## config.mk

```make
export PLATFORM = sky130hd
export DESIGN_NAME = ssi_top
export DESIGN_NICKNAME = d
export VERILOG_FILES = /design/src/pkg/ssi_pkg.sv /design/src/hdl/ssi_readback_monitor.sv /design/src/hdl/ssi_top.sv
export SDC_FILE = /design/constraint.sdc
export NUM_CORES = 1
export LEC_CHECK = 0
export BUFFER_PORTS_ARGS = -buffer_cell sky130_fd_sc_hd__clkbuf_2
export CORE_MARGIN = 3
export CORE_UTILIZATION = 25
export DETAILED_ROUTE_END_ITERATION = 6
export GPL_TIMING_DRIVEN = 0
export HOLD_SLACK_MARGIN = 0.03
export PLACE_DENSITY_LB_ADDON = 0.25
export SLEW_MARGIN = 0
export SYNTH_ARGS = -nofsm -noshare
export SYNTH_HDL_FRONTEND = slang
export SYNTH_HIERARCHICAL = 1
export SYNTH_SLANG_ARGS = --single-unit
```

## constraint.sdc

```tcl
create_clock -name aclk -period 3 [get_ports aclk]
set_input_delay 0.75 -clock aclk [delete_from_list [all_inputs] [get_ports aclk]]
set_output_delay 0.75 -clock aclk [all_outputs]
set_load 0.05 [all_outputs]
```

## src/pkg/ssi_pkg.sv

```systemverilog
package ssi_pkg;
  localparam int CLK_MHZ = 250;
  localparam int STOP_DELAY_US = 1000;
  localparam int STOP_DELAY_CYC = STOP_DELAY_US * CLK_MHZ;
  localparam int READBACK_TIMEOUT_US = 100;
  localparam int READBACK_TIMEOUT_CYC = READBACK_TIMEOUT_US * CLK_MHZ;
  localparam int ADDR_W = 8;
  localparam logic [7:0] OFS_STOP_DELAY = 8'h00;
  localparam logic [7:0] OFS_READBACK_TIMEOUT = 8'h04;
  localparam logic [7:0] OFS_STATUS = 8'h08;
  localparam logic [7:0] OFS_IRQ_STATUS = 8'h0C;
  localparam logic [7:0] OFS_IRQ_CLEAR = 8'h10;
  localparam logic [7:0] OFS_IRQ_ENABLE = 8'h14;
  localparam int ST_ESTOP_EN = 0;
  localparam int ST_GUARD_EN = 1;
  localparam int ST_RUN_REQ = 2;
  localparam int ST_CONTACTOR = 3;
  localparam int ST_RB_ERROR = 4;
  localparam int ST_PASSIVATED = 5;
  localparam int ST_DELAYING = 6;
  localparam int IRQ_W = 4;
  localparam int IRQ_GUARD_TRIP = 0;
  localparam int IRQ_ESTOP_DONE = 1;
  localparam int IRQ_RB_ERROR = 2;
  localparam int IRQ_PASSIVATED = 3;
  localparam logic [IRQ_W-1:0] IRQ_ENABLE_RESET = 4'h0;
  localparam logic [1:0] RESP_OKAY = 2'h0;
  localparam logic [1:0] RESP_SLVERR = 2'h2;
  typedef enum logic {SSI_ESTOP_IDLE, SSI_ESTOP_DELAY} ssi_estop_st_t;
endpackage : ssi_pkg

```

## src/hdl/ssi_readback_monitor.sv

```systemverilog
`timescale 1ns/1ps
`default_nettype none
module ssi_readback_monitor (
  input wire logic aclk,
  input wire logic aresetn,
  input wire logic on_cmd,
  input wire logic readback,
  input wire logic passivated,
  input wire logic ack,
  input wire logic ack_required,
  input wire logic [31:0] timeout,
  output logic q,
  output logic error
);
  logic [31:0] cnt;
  logic [31:0] next_cnt;
  logic next_q;
  logic next_error;
  logic mismatch;
  logic set_err;
  logic clr_err;

  // readback is a break contact: it must read the inverse of q
  always_comb begin
    mismatch = (readback == q) & ~passivated;
    set_err = mismatch & (cnt >= timeout);
    clr_err = ~mismatch & (ack_required ? ack : 1'b1);
    next_cnt = mismatch ? ((cnt == 32'hFFFFFFFF) ? cnt : cnt + 32'h1) : 32'h0;
    next_error = set_err | (error & ~clr_err);
    next_q = on_cmd & ~passivated & ~error & ~set_err & (q | readback);
  end

  always_ff @(posedge aclk) begin
    if (!aresetn) begin
      cnt <= 32'h0;
      q <= 1'b0;
      error <= 1'b0;
    end else begin
      cnt <= next_cnt;
      q <= next_q;
      error <= next_error;
    end
  end

  property p_pick_up;
    @(posedge aclk) disable iff (!aresetn)
      on_cmd && readback && !error && !passivated && !q |=> q;
  endproperty
  a_pick_up: assert property (p_pick_up) else $error("monitor failed to pick up");

  property p_timeout_err;
    @(posedge aclk) disable iff (!aresetn)
      mismatch && (cnt >= timeout) |=> error && !q;
  endproperty
  a_timeout_err: assert property (p_timeout_err) else $error("timeout did not latch");

  property p_err_held;
    @(posedge aclk) disable iff (!aresetn)
      error && ack_required && !ack |=> error;
  endproperty
  a_err_held: assert property (p_err_held) else $error("error cleared without ack");

  property p_passive_quiet;
    @(posedge aclk) disable iff (!aresetn)
      passivated && !error |=> !error;
  endproperty
  a_passive_quiet: assert property (p_passive_quiet) else $error("passivation raised error");
endmodule : ssi_readback_monitor
`default_nettype wire

```

## src/hdl/ssi_top.sv

```systemverilog
// The register addresses and register access over AXI4-Lite were chosen for this implementation.
`timescale 1ns/1ps
`default_nettype none
module ssi_top #(
  parameter logic [31:0] STOP_DELAY_DEFAULT = 32'(ssi_pkg::STOP_DELAY_CYC),
  parameter logic [31:0] READBACK_TIMEOUT_DEFAULT = 32'(ssi_pkg::READBACK_TIMEOUT_CYC)
) (
  input wire logic aclk,
  input wire logic aresetn,
  input wire logic [ssi_pkg::ADDR_W-1:0] s_axi_awaddr,
  input wire logic s_axi_awvalid,
  output logic s_axi_awready,
  input wire logic [31:0] s_axi_wdata,
  input wire logic [3:0] s_axi_wstrb,
  input wire logic s_axi_wvalid,
  output logic s_axi_wready,
  output logic [1:0] s_axi_bresp,
  output logic s_axi_bvalid,
  input wire logic s_axi_bready,
  input wire logic [ssi_pkg::ADDR_W-1:0] s_axi_araddr,
  input wire logic s_axi_arvalid,
  output logic s_axi_arready,
  output logic [31:0] s_axi_rdata,
  output logic [1:0] s_axi_rresp,
  output logic s_axi_rvalid,
  input wire logic s_axi_rready,
  input wire logic start_input,
  input wire logic stop_input,
  input wire logic acknowledge_input,
  input wire logic emergency_button_input,
  input wire logic guard_contact_input,
  input wire logic contactor_readback_input,
  input wire logic module_passivated_flag,
  output logic drive_run_request,
  output logic line_contactor_a,
  output logic line_contactor_b,
  output logic module_reinstate_bit,
  output logic irq
);
  localparam logic constant_true_source = 1'b1;

  function automatic logic [31:0] merge_bytes(input logic [31:0] old, input logic [31:0] wd,
                                              input logic [3:0] be);
    logic [31:0] r;
    r = old;
    for (int i = 0; i < 4; i++) begin
      if (be[i]) begin
        r[i*8 +: 8] = wd[i*8 +: 8];
      end
    end
    return r;
  endfunction : merge_bytes

  function automatic logic addr_mapped(input logic [ssi_pkg::ADDR_W-1:0] a);
    return (a == ssi_pkg::OFS_STOP_DELAY) || (a == ssi_pkg::OFS_READBACK_TIMEOUT) ||
           (a == ssi_pkg::OFS_STATUS) || (a == ssi_pkg::OFS_IRQ_STATUS) ||
           (a == ssi_pkg::OFS_IRQ_CLEAR) || (a == ssi_pkg::OFS_IRQ_ENABLE);
  endfunction : addr_mapped

  // safety state
  logic emergency_stop_enable;
  logic guard_door_enable;
  logic safety_side_readback_copy;
  logic ack_prev;
  logic passivated_prev;
  logic rb_error_prev;
  ssi_pkg::ssi_estop_st_t estop_st;
  logic [31:0] delay_cnt;
  logic next_emergency_stop_enable;
  logic next_guard_door_enable;
  logic next_drive_run_request;
  logic next_module_reinstate_bit;
  ssi_pkg::ssi_estop_st_t next_estop_st;
  logic [31:0] next_delay_cnt;
  logic ack_fall;
  logic guard_trip;
  logic estop_done;
  logic monitor_q;
  logic rb_error;

  // register file and bus state
  logic [31:0] stop_delay_time;
  logic [31:0] readback_timeout;
  logic [ssi_pkg::IRQ_W-1:0] irq_status;
  logic [ssi_pkg::IRQ_W-1:0] irq_enable;
  logic [31:0] next_stop_delay_time;
  logic [31:0] next_readback_timeout;
  logic [ssi_pkg::IRQ_W-1:0] next_irq_status;
  logic [ssi_pkg::IRQ_W-1:0] next_irq_enable;
  logic [ssi_pkg::IRQ_W-1:0] irq_events;
  logic next_irq;
  logic next_awready;
  logic next_bvalid;
  logic [1:0] next_bresp;
  logic next_arready;
  logic next_rvalid;
  logic [1:0] next_rresp;
  logic [31:0] next_rdata;
  logic wr_fire;
  logic [31:0] status_word;

  always_comb begin
    ack_fall = ack_prev & ~acknowledge_input;
    next_estop_st = estop_st;
    next_delay_cnt = delay_cnt;
    next_emergency_stop_enable = emergency_stop_enable;
    next_guard_door_enable = guard_door_enable;
    estop_done = 1'b0;
    case (estop_st)
      ssi_pkg::SSI_ESTOP_IDLE: begin
        if (!emergency_button_input && emergency_stop_enable) begin
          next_estop_st = ssi_pkg::SSI_ESTOP_DELAY;
          next_delay_cnt = 32'h0;
        end
      end
      ssi_pkg::SSI_ESTOP_DELAY: begin
        // once started the delay runs out unless an acknowledge falls with button released and guard closed: a brief release alone must not keep power on
        if (delay_cnt >= stop_delay_time) begin
          next_emergency_stop_enable = 1'b0;
          next_estop_st = ssi_pkg::SSI_ESTOP_IDLE;
          estop_done = 1'b1;
        end else begin
          next_delay_cnt = delay_cnt + 32'h1;
        end
      end
      default: begin
        next_estop_st = ssi_pkg::SSI_ESTOP_IDLE;
      end
    endcase
    // enables leave reset low, so even the first start needs an acknowledge
    if (ack_fall && emergency_button_input && guard_contact_input) begin
      next_emergency_stop_enable = 1'b1;
      next_guard_door_enable = 1'b1;
      next_estop_st = ssi_pkg::SSI_ESTOP_IDLE;
      estop_done = 1'b0;
    end
    guard_trip = ~guard_contact_input & guard_door_enable;
    if (!guard_contact_input) begin
      next_guard_door_enable = 1'b0;
    end
    // clear has priority over start
    if (stop_input || !emergency_button_input) begin
      next_drive_run_request = 1'b0;
    end else if (start_input) begin
      next_drive_run_request = 1'b1;
    end else begin
      next_drive_run_request = drive_run_request;
    end
    // toggling while passivated gives a fresh rising edge every other cycle
    next_module_reinstate_bit = module_passivated_flag & ~module_reinstate_bit;
  end

  always_ff @(posedge aclk) begin
    if (!aresetn) begin
      emergency_stop_enable <= 1'b0;
      guard_door_enable <= 1'b0;
      drive_run_request <= 1'b0;
      module_reinstate_bit <= 1'b0;
      estop_st <= ssi_pkg::SSI_ESTOP_IDLE;
      delay_cnt <= 32'h0;
      ack_prev <= 1'b0;
      passivated_prev <= 1'b0;
      rb_error_prev <= 1'b0;
      safety_side_readback_copy <= 1'b1;
    end else begin
      emergency_stop_enable <= next_emergency_stop_enable;
      guard_door_enable <= next_guard_door_enable;
      drive_run_request <= next_drive_run_request;
      module_reinstate_bit <= next_module_reinstate_bit;
      estop_st <= next_estop_st;
      delay_cnt <= next_delay_cnt;
      ack_prev <= acknowledge_input;
      passivated_prev <= module_passivated_flag;
      rb_error_prev <= rb_error;
      safety_side_readback_copy <= contactor_readback_input;
    end
  end

  ssi_readback_monitor u_readback_monitor (
    .aclk(aclk),
    .aresetn(aresetn),
    .on_cmd(emergency_stop_enable & guard_door_enable),
    .readback(safety_side_readback_copy),
    .passivated(module_passivated_flag),
    .ack(acknowledge_input),
    .ack_required(constant_true_source),
    .timeout(readback_timeout),
    .q(monitor_q),
    .error(rb_error)
  );

  // one flop feeds both contactors so they can never disagree
  assign line_contactor_a = monitor_q;
  assign line_contactor_b = monitor_q;

  always_comb begin
    irq_events = '0;
    irq_events[ssi_pkg::IRQ_GUARD_TRIP] = guard_trip;
    irq_events[ssi_pkg::IRQ_ESTOP_DONE] = estop_done;
    irq_events[ssi_pkg::IRQ_RB_ERROR] = rb_error & ~rb_error_prev;
    irq_events[ssi_pkg::IRQ_PASSIVATED] = module_passivated_flag & ~passivated_prev;
    status_word = 32'h0;
    status_word[ssi_pkg::ST_ESTOP_EN] = emergency_stop_enable;
    status_word[ssi_pkg::ST_GUARD_EN] = guard_door_enable;
    status_word[ssi_pkg::ST_RUN_REQ] = drive_run_request;
    status_word[ssi_pkg::ST_CONTACTOR] = monitor_q;
    status_word[ssi_pkg::ST_RB_ERROR] = rb_error;
    status_word[ssi_pkg::ST_PASSIVATED] = module_passivated_flag;
    status_word[ssi_pkg::ST_DELAYING] = (estop_st == ssi_pkg::SSI_ESTOP_DELAY);
    wr_fire = s_axi_awready;
    next_awready = s_axi_awvalid & s_axi_wvalid & ~s_axi_awready & ~s_axi_bvalid;
    next_bvalid = s_axi_bvalid & ~s_axi_bready;
    next_bresp = s_axi_bresp;
    next_stop_delay_time = stop_delay_time;
    next_readback_timeout = readback_timeout;
    next_irq_enable = irq_enable;
    next_irq_status = irq_status;
    if (wr_fire) begin
      next_bvalid = 1'b1;
      next_bresp = addr_mapped(s_axi_awaddr) ? ssi_pkg::RESP_OKAY : ssi_pkg::RESP_SLVERR;
      case (s_axi_awaddr)
        ssi_pkg::OFS_STOP_DELAY: begin
          next_stop_delay_time = merge_bytes(stop_delay_time, s_axi_wdata, s_axi_wstrb);
        end
        ssi_pkg::OFS_READBACK_TIMEOUT: begin
          next_readback_timeout = merge_bytes(readback_timeout, s_axi_wdata, s_axi_wstrb);
        end
        ssi_pkg::OFS_IRQ_CLEAR: begin
          if (s_axi_wstrb[0]) begin
            next_irq_status = irq_status & ~s_axi_wdata[ssi_pkg::IRQ_W-1:0];
          end
        end
        ssi_pkg::OFS_IRQ_ENABLE: begin
          if (s_axi_wstrb[0]) begin
            next_irq_enable = s_axi_wdata[ssi_pkg::IRQ_W-1:0];
          end
        end
        default: begin
          next_bresp = next_bresp;
        end
      endcase
    end
    // a new event wins over a clear in the same cycle
    next_irq_status = next_irq_status | irq_events;
    next_irq = |(next_irq_status & next_irq_enable);
    next_arready = s_axi_arvalid & ~s_axi_arready & ~s_axi_rvalid;
    next_rvalid = s_axi_rvalid & ~s_axi_rready;
    next_rresp = s_axi_rresp;
    next_rdata = s_axi_rdata;
    if (s_axi_arready) begin
      next_rvalid = 1'b1;
      next_rresp = addr_mapped(s_axi_araddr) ? ssi_pkg::RESP_OKAY : ssi_pkg::RESP_SLVERR;
      case (s_axi_araddr)
        ssi_pkg::OFS_STOP_DELAY: next_rdata = stop_delay_time;
        ssi_pkg::OFS_READBACK_TIMEOUT: next_rdata = readback_timeout;
        ssi_pkg::OFS_STATUS: next_rdata = status_word;
        ssi_pkg::OFS_IRQ_STATUS: next_rdata = {28'h0, irq_status};
        ssi_pkg::OFS_IRQ_ENABLE: next_rdata = {28'h0, irq_enable};
        default: next_rdata = 32'h0;
      endcase
    end
  end

  always_ff @(posedge aclk) begin
    if (!aresetn) begin
      stop_delay_time <= STOP_DELAY_DEFAULT;
      readback_timeout <= READBACK_TIMEOUT_DEFAULT;
      irq_status <= '0;
      irq_enable <= ssi_pkg::IRQ_ENABLE_RESET;
      irq <= 1'b0;
      s_axi_awready <= 1'b0;
      s_axi_wready <= 1'b0;
      s_axi_bvalid <= 1'b0;
      s_axi_bresp <= ssi_pkg::RESP_OKAY;
      s_axi_arready <= 1'b0;
      s_axi_rvalid <= 1'b0;
      s_axi_rresp <= ssi_pkg::RESP_OKAY;
      s_axi_rdata <= 32'h0;
    end else begin
      stop_delay_time <= next_stop_delay_time;
      readback_timeout <= next_readback_timeout;
      irq_status <= next_irq_status;
      irq_enable <= next_irq_enable;
      irq <= next_irq;
      s_axi_awready <= next_awready;
      s_axi_wready <= next_awready;
      s_axi_bvalid <= next_bvalid;
      s_axi_bresp <= next_bresp;
      s_axi_arready <= next_arready;
      s_axi_rvalid <= next_rvalid;
      s_axi_rresp <= next_rresp;
      s_axi_rdata <= next_rdata;
    end
  end

  property p_clear_wins;
    @(posedge aclk) disable iff (!aresetn)
      stop_input && start_input |=> !drive_run_request;
  endproperty
  a_clear_wins: assert property (p_clear_wins) else $error("start beat clear");

  property p_ack_sets;
    @(posedge aclk) disable iff (!aresetn)
      ack_prev && !acknowledge_input && emergency_button_input && guard_contact_input
      |=> emergency_stop_enable && guard_door_enable;
  endproperty
  a_ack_sets: assert property (p_ack_sets) else $error("acknowledge did not set enables");

  property p_guard_drop;
    @(posedge aclk) disable iff (!aresetn)
      !guard_contact_input |=> !guard_door_enable ##1 !line_contactor_a;
  endproperty
  a_guard_drop: assert property (p_guard_drop) else $error("guard open kept power");

  property p_estop_delay;
    @(posedge aclk) disable iff (!aresetn)
      estop_st == ssi_pkg::SSI_ESTOP_DELAY && delay_cnt < stop_delay_time && guard_contact_input
      |=> emergency_stop_enable;
  endproperty
  a_estop_delay: assert property (p_estop_delay) else $error("enable dropped early");

  property p_estop_run;
    @(posedge aclk) disable iff (!aresetn)
      !emergency_button_input |=> !drive_run_request;
  endproperty
  a_estop_run: assert property (p_estop_run) else $error("run request survived stop");

  property p_needs_ack;
    @(posedge aclk) disable iff (!aresetn)
      !line_contactor_a ##1 line_contactor_a |-> $past(emergency_stop_enable && guard_door_enable);
  endproperty
  a_needs_ack: assert property (p_needs_ack) else $error("contactor rose without enables");

  property p_pair;
    @(posedge aclk) disable iff (!aresetn)
      line_contactor_a == line_contactor_b;
  endproperty
  a_pair: assert property (p_pair) else $error("contactors disagree");

  property p_reinstate;
    @(posedge aclk) disable iff (!aresetn)
      module_passivated_flag [*2] |-> $rose(module_reinstate_bit) || $fell(module_reinstate_bit);
  endproperty
  a_reinstate: assert property (p_reinstate) else $error("no reinstate edge");

  property p_copy;
    @(posedge aclk) disable iff (!aresetn)
      ##1 safety_side_readback_copy == $past(contactor_readback_input);
  endproperty
  a_copy: assert property (p_copy) else $error("readback copy stale");
endmodule : ssi_top
`default_nettype wire

```

==> run metrics, run 1 <==
R2R Setup Slk=290 ps; Synth Area in Compound Gates=14.5%; sw frac=23.0%; main combinational cell family by area after synthesis=simple AND/OR/NAND/NOR gates; total number of vias=8176; Startpoint Class=primary input; Core Box Area=37800 um2; most frequent cells in the layout=dfxtp_1 (186), nor2_1 (113), clkbuf_2 (110); Rel. slew slack=3.29%; Total GRT Usage=14.3%; commonest non-fill, non-tap cell in the layout=dfxtp_1; final setup fails=0; Net Sw Power=1220 uW; Antenna Violating Nets Remaining=0; Primary FF master, synth=dfxtp_1; DRC Markers=0; clock group share of total power=48.3%; RR Endpoint=delay_cnt[3]; Final Hold Violating Endpoints=0; Overall Power=5320 uW; Die Y=202 um; overflow left after global routing=0; combinational fraction of design power=4.8%; Final Skew=11.8 ps; Die X=202 um; mux contribution to synthesized area=8.07%; dpl hpwl=23000 um; vias in the first global route=7923; Antenna diodes=0; FFs w/ async S/R, synth=0%; initial drt markers=521; run status=finished, final reports clean; crit end category=register; WL per Instance=16.6 um; dpl ws=-273 ps; Yosys reg bits=186; share of layout cells above drive strength 1=15.4%; Vias/cell=4.63; clk sinks=186; Post-Synth Simple-Gate Area=21.9%; Worst Hold Class=reg -> reg; number of distinct library cells after synthesis=71; R2R cell count=10; die area=40800 um2; maximum clock rate=352 MHz; Synth Cell Area=9600 um2; cells after synthesis=1111; CTS tree=built; CTS H-tree depth=4; RSZ-0062 raised after global routing=false; Port Buf Inserts=109; clock-pin slew on the worst setup and hold paths=70 ps; largest net degree at the start of global routing=17; Placer Congestion=0.828; Peak VDD IR=0.390 mV; Adder-Cell Fraction of Synth Area=8.73%; I/O pin cnt=112; Setup Crit Path Kind=in -> reg; Post-Syn Area per Cell=8.64 um2; CTS Root Cell=clkbuf_16; first drt pass iteration count=5; max cap viols=0; Post-Route WL=29300 um; period utilization=94.7%; total clock buffers created by CTS=17; total leakage power=0.00487 uW; Critical Path AT=3130 ps; hold_sp=module_reinstate_bit; Period minus WS final=2840 ps; num rows=71; Placed Instances=1732; Synth Area in XOR/XNOR=2.19%; Power Density=463 nW/um2; Synth warnings=6; register area share after synthesis=38.8%; fin. max-slew vios=0; worst-margin pin slew=1440 ps; area grow syn2layout=19.5%; worst skew pair latency=440 ps; worst-path fanout max=8; number of synthesized flops with an enable pin=0; Hold Path End=module_reinstate_bit; first-pass GRT wire length=45400 um; hold-critical path depth=1; R2R Path Start=delay_cnt[0]; Internal=4090 uW; CTS max path bufs=2; Final Worst Setup Slack=159 ps; non-filler cells, final=1767; sequential share of power=46.9%; initial cell density of the core=25.4%; initial antenna violation count=0; NumNets Final=1376; critical path data required time=3290 ps
-- per-layer routing --
layer | track usage, % | vias to the layer above | wire length (um)
met2 | 24.0 | 114 | 14000
li1 | - | 4190 | -
met4 | 4.73 | 0 | 667
met3 | 2.22 | 24 | 726
met1 | 18.9 | 3848 | 13900
met5 | 0 | - | 0
-- cells in the mapped netlist (3+ instances only) --
master | count | area, um2
nand4b_1 | 7 | 61.3
nor4b_1 | 5 | 43.8
mux2_2 | 3 | 33.8
buf_2 | 10 | 50.1
nor3_1 | 15 | 75.1
a22o_1 | 4 | 35.0
and2_1 | 11 | 68.8
a31oi_1 | 6 | 37.5
nand4_1 | 18 | 113
nand2b_1 | 8 | 50.1
a21oi_1 | 69 | 345
buf_6 | 3 | 33.8
nand3b_1 | 6 | 45.0
a31o_2 | 6 | 52.6
and3_1 | 16 | 100
a41o_1 | 4 | 40.0
and4_1 | 8 | 70.1
nand3_2 | 4 | 40.0
buf_4 | 5 | 37.5
clkbuf_1 | 30 | 113
mux2i_1 | 74 | 741
nor3b_1 | 3 | 22.5
o21a_1 | 8 | 60.1
nor2b_1 | 6 | 37.5
nand3_1 | 30 | 150
a22oi_1 | 29 | 218
or3_1 | 16 | 100
xnor2_1 | 22 | 193
dfxtp_1 | 186 | 3720
nor4_1 | 12 | 75.1
or4_1 | 6 | 45.0
inv_1 | 84 | 315
nor2_1 | 113 | 424
ha_1 | 67 | 838
o21ai_0 | 61 | 305
nand2_1 | 108 | 405
-- logic make-up (layout without fill, tap and decap cells) --
logic type               count (synthesis)  count (layout)
AND/OR/NAND/NOR                        405             405
AO/OA/AOI/OAI                          215             215
multiplexers                            77              77
adder cells (fa/ha/maj)                 67              67
flip-flops                             186             186
other                                    2               3
XOR/XNOR                                24              24
buffers and inverters                  135             279
-- cell type report --
cell class	count	area, um2
Inverter	85	319
Clock buffer	20	457
Tap cell	511	639
Buffer	50	243
Fill cell	4032	26300
Clock inverter	12	208
Multi-Input combinational cell	791	5320
Timing Repair Buffer	112	568
Sequential cell	186	3720
-- what timing repair did --
item,4_1_cts,5_1_grt
endpoints found under the setup margin,0,12
gates resized for setup,0,0
hold buffers,0,0
setup buffers,0,3
-- how the worst max path moves through the flow --
stage	startpoint	to	slack (ps)	depth (start not counted)
final	s_axi_awaddr[1]	stop_delay_time[26]	160	7
after global placement	s_axi_awaddr[1]	stop_delay_time[26]	-280	7
after detailed placement	s_axi_awaddr[1]	stop_delay_time[26]	-270	7
after global routing	stop_delay_time[31]	delay_cnt[29]	50	10
after CTS	delay_cnt[0]	delay_cnt[3]	120	10
after floorplan	s_axi_awaddr[1]	stop_delay_time[12]	590	6
-- power by group through the flow --
stage	Sequential, uW	Clock [uW]	Combinational, uW
after detailed placement	2550	0	257
final	2490	2570	257
after global routing	2490	2730	275
after floorplan	2580	0	96.7
after CTS	2490	2630	258
after global placement	2550	0	258
-- stage by stage --
| step | hold WS (ps) | TNS, ps | cell area [um2] | util, % |
|---|---|---|---|---|
| after global routing | 437 | 0 | 11500 | 30.4 |
| after floorplan | 452 | 0 | 9610 | - |
| final | 418 | 0 | 11500 | 30.4 |
| after CTS | 422 | 0 | 11500 | 30.3 |
| after global placement | 402 | -8080 | 10800 | 28.6 |
| after detailed placement | 407 | -7850 | 10800 | 28.6 |
-- worst max-delay path: stages --
cell,delay [ps]
clkbuf_2,80
nor3_1,220
nand2_1,140
nor4_1,1100
nand3_2,500
mux2i_1,280
nor2_1,50
-- state kept, by name, indices dropped and copies added, names as in the netlist, 4 cells and up --
signal,count
irq_enable,4
irq_status,4
s_axi_rdata,32
stop_delay_time,32
readback_timeout,32
u_readback_monitor/cnt,32
delay_cnt,32
No activity file was read; power rests on OpenSTA's default activity.
==> run 2: changes to the inputs <==
- PLACE_DENSITY_LB_ADDON: 0.25 -> 0.08
==> run 2 against run 1 <==
  * Count of clock-buffer cells in the layout down 3
  * Core utilization down 0.20 points
  * Clock power down 7%
  * Register-to-register slack worse by 40 ps
  * Final cell count about the same
  * Highest routed layer unchanged
  * Largest cell class unchanged
  * Critical endpoint is now delay_cnt[3]
==> run metrics, run 2 (synthesized netlist as in run 1, its figures left out) <==
run status=finished, final reports clean; fillers=4090; Antenna diodes=0; worst skew pair latency=450 ps; Antenna Violating Nets Remaining=0; Post-Route WL=32200 um; Overall Power=5140 uW; crit path max-delay cell type=o31ai_4; footprint of the multi-input gates=5320 um2; vias in the first global route=7983; CTS Root Cell=clkbuf_16; Final Hold Violating Endpoints=0; WL per Instance=18.2 um; Power Density=451 nW/um2; post-route cell area=11400 um2; number of post-CTS setup repair buffers=0; Period minus WS final=2750 ps; max cap viols=0; worst-margin pin slew=979 ps; CTS max path bufs=2; initial drt markers=342; worst-path fanout max=10; hold_buf cts=0; sequential share of power=48.4%; clk sinks=186; Final Util=30.2%; DRC Markers=0; Startpoint Class=register; largest net degree at the start of global routing=20; period utilization=91.8%; CP peak stage delay=420 ps; initial cell density of the core=25.4%; final setup fails=0; Placed Area=10800 um2; first-pass GRT wire length=49500 um; Final Skew=14.3 ps; dpl hpwl=25200 um; Die Y=202 um; Setup Crit Path Kind=reg -> reg; sequential cell area=3720 um2; commonest non-fill, non-tap cell in the layout=dfxtp_1; Total GRT Usage=15.8%; Port Buf Inserts=109; maximum clock rate=363 MHz; overflow left after global routing=0; CP dominant cell by count=a21oi_1; die area=40800 um2; clock group share of total power=46.4%; Critical Path AT=3090 ps; Peak VDD IR=0.327 mV; total clock buffers created by CTS=17; fin. max-slew vios=0; Hold WS=418 ps; NumNets Final=1375; Core Box Area=37800 um2; worst-path cell chain=inv_1 -> ha_1 -> a21oi_1 -> o21ai_0 -> a211oi_2 -> a31oi_4 -> o31ai_4 -> buf_2 -> a21oi_1 -> a31o_2; CTS tree=built; Worst Hold Class=reg -> reg; total leakage power=0.00483 uW; Rel. slew slack=34.7%; sw frac=27.0%; combinational fraction of design power=5.1%; post-CTS resize count=0; R2R Setup Slk=250 ps; I/O pin cnt=112; RSZ-0062 raised after global routing=false; Net Sw Power=1390 uW; Internal=3750 uW; most frequent cells in the layout=dfxtp_1 (186), nor2_1 (113), clkbuf_2 (110); share of layout cells above drive strength 1=15.5%; dpl ws=-362 ps; Final Worst Setup Slack=245 ps; Placer Congestion=0.763; area grow syn2layout=18.7%; Vias/cell=4.60; Die X=202 um; clock-pin slew on the worst setup and hold paths=80 ps; first drt pass iteration count=4; CTS H-tree depth=4; initial antenna violation count=0; total number of vias=8127; crit end category=register; num rows=71; critical path data required time=3340 ps
-- run 2: cell types whose count changed in the layout (fill, tap and decap cells not counted), sizes merged --
| cell | before | now |
|---|---|---|
| buf | 22 | 21 |
| bufinv | 5 | 1 |
| clkbuf | 160 | 157 |
| clkinv | 3 | 2 |
| clkinvlp | 0 | 1 |
| inv | 89 | 96 |
-- run 2: critical path, delay by kind of cell (launching register included) --
kind            cells  cell delay, ps
fa+ha+maj           1             300
compound gates      7            1580
buf+inv             2             410
flops               1             360
-- run 2: stage by stage --
step	std cells	setup TNS, ps
6_report	1766	0
5_1_grt	1766	0
4_1_cts	1764	0
3_5_place_dp	1732	-10060
3_3_place_gp	1732	-8650
2_1_floorplan	1112	0
-- run 2: worst paths after layout --
check	from	endpoint	depth (start not counted)
min	module_reinstate_bit	module_reinstate_bit	1
min reg2reg	module_reinstate_bit	module_reinstate_bit	1
max	stop_delay_time[31]	delay_cnt[3]	10
max reg2reg	stop_delay_time[31]	delay_cnt[3]	10
-- run 2: power by group through the flow --
stage / clock, uW / sequential, uW / combinational, uW
finish: 2390 / 2490 / 264
global route: 2550 / 2490 / 285
CTS: 2460 / 2490 / 269
detailed placement: 0 / 2550 / 268
global placement: 0 / 2550 / 269
floorplan: 0 / 2580 / 96.7
-- run 2: area by class of cell --
cell class | count | share of cell area (%)
tap | 511 | 5.61
sequential | 186 | 32.7
inverter | 85 | 2.80
timing repair buffer | 111 | 4.89
clock buffer | 17 | 3.73
buffer | 50 | 2.13
clock inverter | 15 | 1.53
multi-input combinational | 791 | 46.7
-- run 2: per-layer routing --
layer  global-route usage [%]  vias to the layer above  wire length, um
met5                        0                        -                0
met4                     2.89                        0              292
met3                     2.54                       14              912
met2                     25.6                      109            14900
met1                     22.5                     3828            16100
li1                         -                     4176                -
